<file path="config.mk">
export PLATFORM = sky130hd
export DESIGN_NAME = sbg_baud_gen
export DESIGN_NICKNAME = d
export VERILOG_FILES = /design/src/verilog/sbg_pkg.sv /design/src/verilog/sbg_baud_gen.sv /design/src/verilog/sbg_tick_counter.sv
export VERILOG_INCLUDE_DIRS = /design/src /design/src/verilog
export SDC_FILE = /design/constraint.sdc
export NUM_CORES = 1
export LEC_CHECK = 0
export BUFFER_PORTS_ARGS = -buffer_cell sky130_fd_sc_hd__buf_2
export CORE_MARGIN = 3
export CORE_UTILIZATION = 25
export DETAILED_ROUTE_END_ITERATION = 6
export SYNTH_ARGS = -nofsm -noshare
export SYNTH_HDL_FRONTEND = slang
export SYNTH_SLANG_ARGS = --single-unit
</file>
<file path="constraint.sdc">
create_clock -name clk -period 7.26 [get_ports clk]
set_input_delay 0.363 -clock clk [delete_from_list [all_inputs] [get_ports clk]]
set_output_delay 0.363 -clock clk [all_outputs]
set_load 0.01 [all_outputs]
</file>
<file path="src/verilog/sbg_cfg.svh">
`ifndef SBG_CFG_SVH
`define SBG_CFG_SVH
`define SBG_ADDR_HIGH 2'h0
`define SBG_ADDR_LOW 2'h1
`define SBG_ADDR_CTRL 2'h2
`define SBG_ADDR_STAT 2'h3
`define SBG_HIGH_BITS 5
`define SBG_DIV_RST 13'h0000
`define SBG_TX_ON_POS 0
`define SBG_RX_ON_POS 1
`define SBG_OVERSAMPLE 16
`endif

</file>
<file path="src/verilog/sbg_pkg.sv">
package sbg_pkg;
	typedef enum logic [1:0] {
		SBG_STOPPED,
		SBG_RUNNING
	} sbg_mode_type;
endpackage : sbg_pkg

</file>
<file path="src/verilog/sbg_baud_gen.sv">
// Implementation choices: the plain strobed port and the register addresses.
`include "sbg_cfg.svh"
// Function
// RQ1: baud is module clock over sixteen times divisor; tick marks one sixteenth.
// RQ2: divisor is 13 bits: high byte bits 4..0, low byte 7..0.
// RQ3: high byte write is staged; commits with the next low byte write.
// RQ4: reads after lone high write may be stale until low byte written.
// RQ5: both divisor bytes readable and writable at any time.
// RQ6: generator stopped after reset until tx or rx enable first set.
// RQ7: no ticks while the divisor is zero.
// RQ8: one-cycle tick every divisor clocks; count restarts on divisor commit.
module sbg_baud_gen
	import sbg_pkg::*;
#(
	parameter int DIV_W = 13
) (
	// clock and reset
	clk,
	rst_n,
	// register port
	addr,
	wdata,
	wr,
	rd,
	rdata,
	// serial logic side
	tx_on_bit,
	rx_on_bit,
	baud_tick
);
	input wire logic clk;
	input wire logic rst_n;
	input wire logic [1:0] addr;
	input wire logic [7:0] wdata;
	input wire logic wr;
	input wire logic rd;
	output logic [7:0] rdata;
	output logic tx_on_bit;
	output logic rx_on_bit;
	output logic baud_tick;

	typedef struct packed {
		logic [`SBG_HIGH_BITS-1:0] stage;
		logic [DIV_W-1:0] baud_divisor;
		logic tx_on;
		logic rx_on;
		sbg_mode_type mode;
		logic restart;
		logic [7:0] rdata;
		logic tick;
	} sbg_state_type;

	sbg_state_type state_r;
	sbg_state_type state_nxt;
	logic cnt_tick;

	if (DIV_W != 13) begin : g_div_w_check
		$error("DIV_W must be 13");
	end

	sbg_tick_counter #(.DIV_W(DIV_W)) u_cnt (
		.clk(clk),
		.rst_n(rst_n),
		.run(state_r.mode == SBG_RUNNING),
		.restart(state_r.restart),
		.divisor_value(state_r.baud_divisor),
		.tick(cnt_tick)
	);

	always_comb begin
		state_nxt = state_r;
		state_nxt.restart = 1'b0;
		state_nxt.rdata = 8'h00;
		state_nxt.tick = cnt_tick;
		if (wr) begin // see RQ5
			unique case (addr)
				`SBG_ADDR_HIGH: state_nxt.stage = wdata[`SBG_HIGH_BITS-1:0]; // see RQ3
				`SBG_ADDR_LOW: begin
					state_nxt.baud_divisor = {state_r.stage, wdata}; // see RQ2 see RQ3
					state_nxt.restart = 1'b1; // see RQ8
				end
				`SBG_ADDR_CTRL: begin
					state_nxt.tx_on = wdata[`SBG_TX_ON_POS];
					state_nxt.rx_on = wdata[`SBG_RX_ON_POS];
				end
				`SBG_ADDR_STAT: ;
			endcase
		end
		if (state_nxt.tx_on || state_nxt.rx_on) begin
			state_nxt.mode = SBG_RUNNING; // see RQ6
		end
		if (rd) begin // see RQ4 see RQ5
			unique case (addr)
				`SBG_ADDR_HIGH: state_nxt.rdata = {3'h0, state_r.baud_divisor[DIV_W-1:8]};
				`SBG_ADDR_LOW: state_nxt.rdata = state_r.baud_divisor[7:0];
				`SBG_ADDR_CTRL: state_nxt.rdata = {6'h00, state_r.rx_on, state_r.tx_on};
				`SBG_ADDR_STAT: state_nxt.rdata = {7'h00, state_r.mode == SBG_RUNNING};
			endcase
		end
	end

	always_ff @(posedge clk or negedge rst_n) begin
		if (!rst_n) begin
			state_r <= '{stage: '0, baud_divisor: `SBG_DIV_RST, tx_on: 1'b0,
				rx_on: 1'b0, mode: SBG_STOPPED, restart: 1'b0, rdata: 8'h00, tick: 1'b0};
		end else begin
			state_r <= state_nxt;
		end
	end

	assign rdata = state_r.rdata;
	assign tx_on_bit = state_r.tx_on;
	assign rx_on_bit = state_r.rx_on;
	assign baud_tick = state_r.tick;
endmodule : sbg_baud_gen

</file>
<file path="src/verilog/sbg_tick_counter.sv">
`include "sbg_cfg.svh"
// free count to divisor, one-cycle tick at terminal count
module sbg_tick_counter
	import sbg_pkg::*;
#(
	parameter int DIV_W = 13
) (
	// clock and reset
	input wire logic clk,
	input wire logic rst_n,
	// control
	input wire logic run,
	input wire logic restart,
	input wire logic [DIV_W-1:0] divisor_value,
	// tick
	output logic tick
);
	typedef struct packed {
		logic [DIV_W-1:0] cnt;
		logic tick;
	} sbg_cnt_type;

	sbg_cnt_type state_r;
	sbg_cnt_type state_nxt;

	if (DIV_W < 2) begin : g_div_w_check
		$error("DIV_W too small");
	end

	always_comb begin
		state_nxt = state_r;
		state_nxt.tick = 1'b0;
		if (!run || restart || divisor_value == '0) begin // see RQ7 see RQ8
			state_nxt.cnt = '0;
		end else if (state_r.cnt >= divisor_value - 1'b1) begin // see RQ1 see RQ8
			state_nxt.cnt = '0;
			state_nxt.tick = 1'b1;
		end else begin
			state_nxt.cnt = state_r.cnt + 1'b1;
		end
	end

	always_ff @(posedge clk or negedge rst_n) begin
		if (!rst_n) begin
			state_r <= '0;
		end else begin
			state_r <= state_nxt;
		end
	end

	assign tick = state_r.tick;
endmodule : sbg_tick_counter

</file>
==> flow_summary.toml <==
[synth]
synthTopCellsByArea = "dfrtp_1, ha_1, nand2_1"
ys_warn_count = 0
synth_area_sq_um = 2420
synth.top_cell.area_share_pct = 46.6
async_flop_share_pct = 100
synth_nets = 267
yosysMostFrequentCell = "dfrtp_1"
ys_ff_latch = 45
netlist_instances = 238
synth-main-ff-cell = "dfrtp_1"
synth_seq_area_share_pct = 46.6
avgSynthCellArea_sq_um = 10.2
synth_top_area_cell = "dfrtp_1"
synth_common_cells = "dfrtp_1, nand2_1, xnor2_1"
synth_edf_count = 0
synth.distinct_cells = 35

[placed_design]
place_area_sq_um = 2600
dp_hpwl_microns = 3570
io_buffers = 24
place_ws_ns = 4.07
gp_congestion = 0.764

[timing]
finalSetupTns_ns = 0
timing.final.crit_period_ns = 3.16
rsz0062_at_grt = "no"
max_freq_mhz = 317
period_share_pct = 43.5
worst_pin_slew_ns = 1.00
fin_ws_ns = 4.10
drv_slew = 0
hold_violations = 0
holdWs_ns = 0.240
clock_skew_ns = 0.00472
slew-limit-headroom_pct = 33.1
finalSetupViolations = 0

[worst_setup_path]
crit_type = "flip-flop to flip-flop"
rr_worst_depth = 10
worstPathRequired_ns = 7.44
cp_max_fo = 13
worst_ep_arrival_time_ns = 3.34
end_kind = "flip-flop"
crit_path_start_kind = "flip-flop"

[floorplan]
dieArea_sq_um = 10900
core-area_sq_um = 9330
die_height_microns = 104
io_pins = 25
rows = 35
start_util_pct = 25.9
die_w_microns = 104

[global_routing]
gr-total-overflow = 0
grt_max_degree = 46
grt_util_all_layers_pct = 9.02
grt_first_pass_wirelength_microns = 7910
antenna_found_initial = 0
grt_pass1_vias = 1667

[clock_tree]
clock_path_buffers = 2
cts_tree = "done"
cts_buffers = 5
cts.clk_slew.worst_paths_ns = 0.08
postCtsResizedCells = 0
clock_sinks = 45
cts_setup_buffers = 0
clk_latency_ns = 0.30
htreeDepth = 2
cts_hold_buf = 0
cts-root-buf = "clkbuf_8"

[layout]
nNetsFinal = 285
drive_gt1_share_pct = 19.9
syn_to_final_growth_pct = 11.2
fillers = 968
final_area_sq_um = 2690
antenna_cells = 0

[drt]
dr.pass1.iters = 4
drtIter0Drc = 66
vias = 1643
postRouteAntennaNets = 0
wirelength_microns = 4680
drc_errors = 0
routedWlPerCell_microns = 12.1
via_per_inst = 4.27

[run_status]
status = "finished clean"

[flow_run]
maxCapViolations = 0

[pwr]
ir_drop_mv = 0.0849
leakagePower_nw = 1.26
power_density_nw_per_um2 = 246
report.power.total_mw = 0.661

[min_path]
hold_path.class = "primary input to asynchronous set/reset pin"
[power by group]
part / internal, mW / switching, mW / total [mW]
Combinational: 0.0799 / 0.0906 / 0.170
Sequential: 0.289 / 0.0467 / 0.335
Clock: 0.0756 / 0.0798 / 0.155
[final cells by class]
| cell class | instances | area [sq um] | area share (%) |
|---|---|---|---|
| Clock buffer | 7 | 86.3 | 3.21 |
| Inverter | 8 | 30.0 | 1.12 |
| Multi-Input combinational cell | 172 | 1160 | 43.3 |
| Sequential cell | 45 | 1130 | 41.9 |
| Tap cell | 129 | 161 | 6.01 |
| Timing Repair Buffer | 24 | 120 | 4.47 |
[registers in the layout, summed over array words and instances, names as in the netlist]
| signal | cells |
|---|---|
| baud_tick | 1 |
| rdata | 8 |
| rx_on_bit | 1 |
| state_r | 20 |
| tx_on_bit | 1 |
| u_cnt.state_r | 13 |
| u_cnt.tick | 1 |
[stage by stage]
| stage | util [%] | instances |
|---|---|---|
| final | 28.8 | 385 |
| after global routing | 28.8 | 385 |
| after CTS | 28.8 | 385 |
| after detailed placement | 27.9 | 378 |
| after global placement | 27.9 | 378 |
| after floorplan | - | 238 |
[placed cells by master (no fill, tap or decap), types with 2 or more instances in the layout]
master | Yosys | layout
nor2_1 | 15 | 15
clkbuf_8 | 0 | 6
nand3_1 | 4 | 4
a21oi_1 | 7 | 7
nor3_1 | 6 | 6
dfrtp_1 | 45 | 45
mux2_2 | 7 | 7
ha_1 | 15 | 15
mux2i_1 | 4 | 4
nand4_1 | 2 | 2
nand3b_1 | 3 | 3
and3_1 | 5 | 5
inv_1 | 8 | 8
nor4_1 | 3 | 3
nand2b_1 | 3 | 3
buf_2 | 1 | 24
nand2_1 | 44 | 44
xnor2_1 | 18 | 18
o21ai_0 | 7 | 7
or3_1 | 2 | 2
and2_1 | 2 | 2
nor2b_1 | 3 | 3
nor2_2 | 10 | 10
xor2_1 | 4 | 4
[path summary, 6_finish.rpt]
kind                        startpoint                to  slack, ns
min                              rst_n  u_cnt.state_r[5]       0.24
min reg2reg                 u_cnt.tick         baud_tick       0.35
max reg2reg                state_r[16]  u_cnt.state_r[3]       4.10
max in group asynchronous        rst_n        state_r[9]       6.41
max                        state_r[16]  u_cnt.state_r[3]       4.10
min in group clk              wdata[7]       state_r[21]       0.26
[logic make-up (layout without fill, tap and decap cells)]
group / Yosys count / count (layout) / synth area share, %
AO/OA/AOI/OAI: 16 / 16 / 4.30
XOR/XNOR: 22 / 22 / 7.97
adder cells (fa/ha/maj): 15 / 15 / 7.77
buffers and inverters: 21 / 39 / 5.23
flip-flops: 45 / 45 / 46.6
multiplexers: 12 / 12 / 5.85
AND/OR/NAND/NOR: 107 / 107 / 22.3
[layer usage]
metal | share of wire [%] | track usage [%] | routed length, microns
met1 | 46 | 11.0 | 2150
met4 | 1.3 | 2.85 | 63
met2 | 48 | 14.8 | 2250
met5 | 0 | 0 | 0
met3 | 4.6 | 3.29 | 216
[worst max-delay path, cell delays in order, from the launching register on]
cell and delay [ns]:
dfrtp_1 0.44, or3_1 0.40, or3b_1 0.47, nor3_1 0.25, xnor2_1 0.10, ha_1 0.29, nand2_1 0.08, nor4_1 0.35
o21ai_0 0.28, nand4b_4 0.30, nor2_1 0.08
Power figures use the tool's default switching activity.
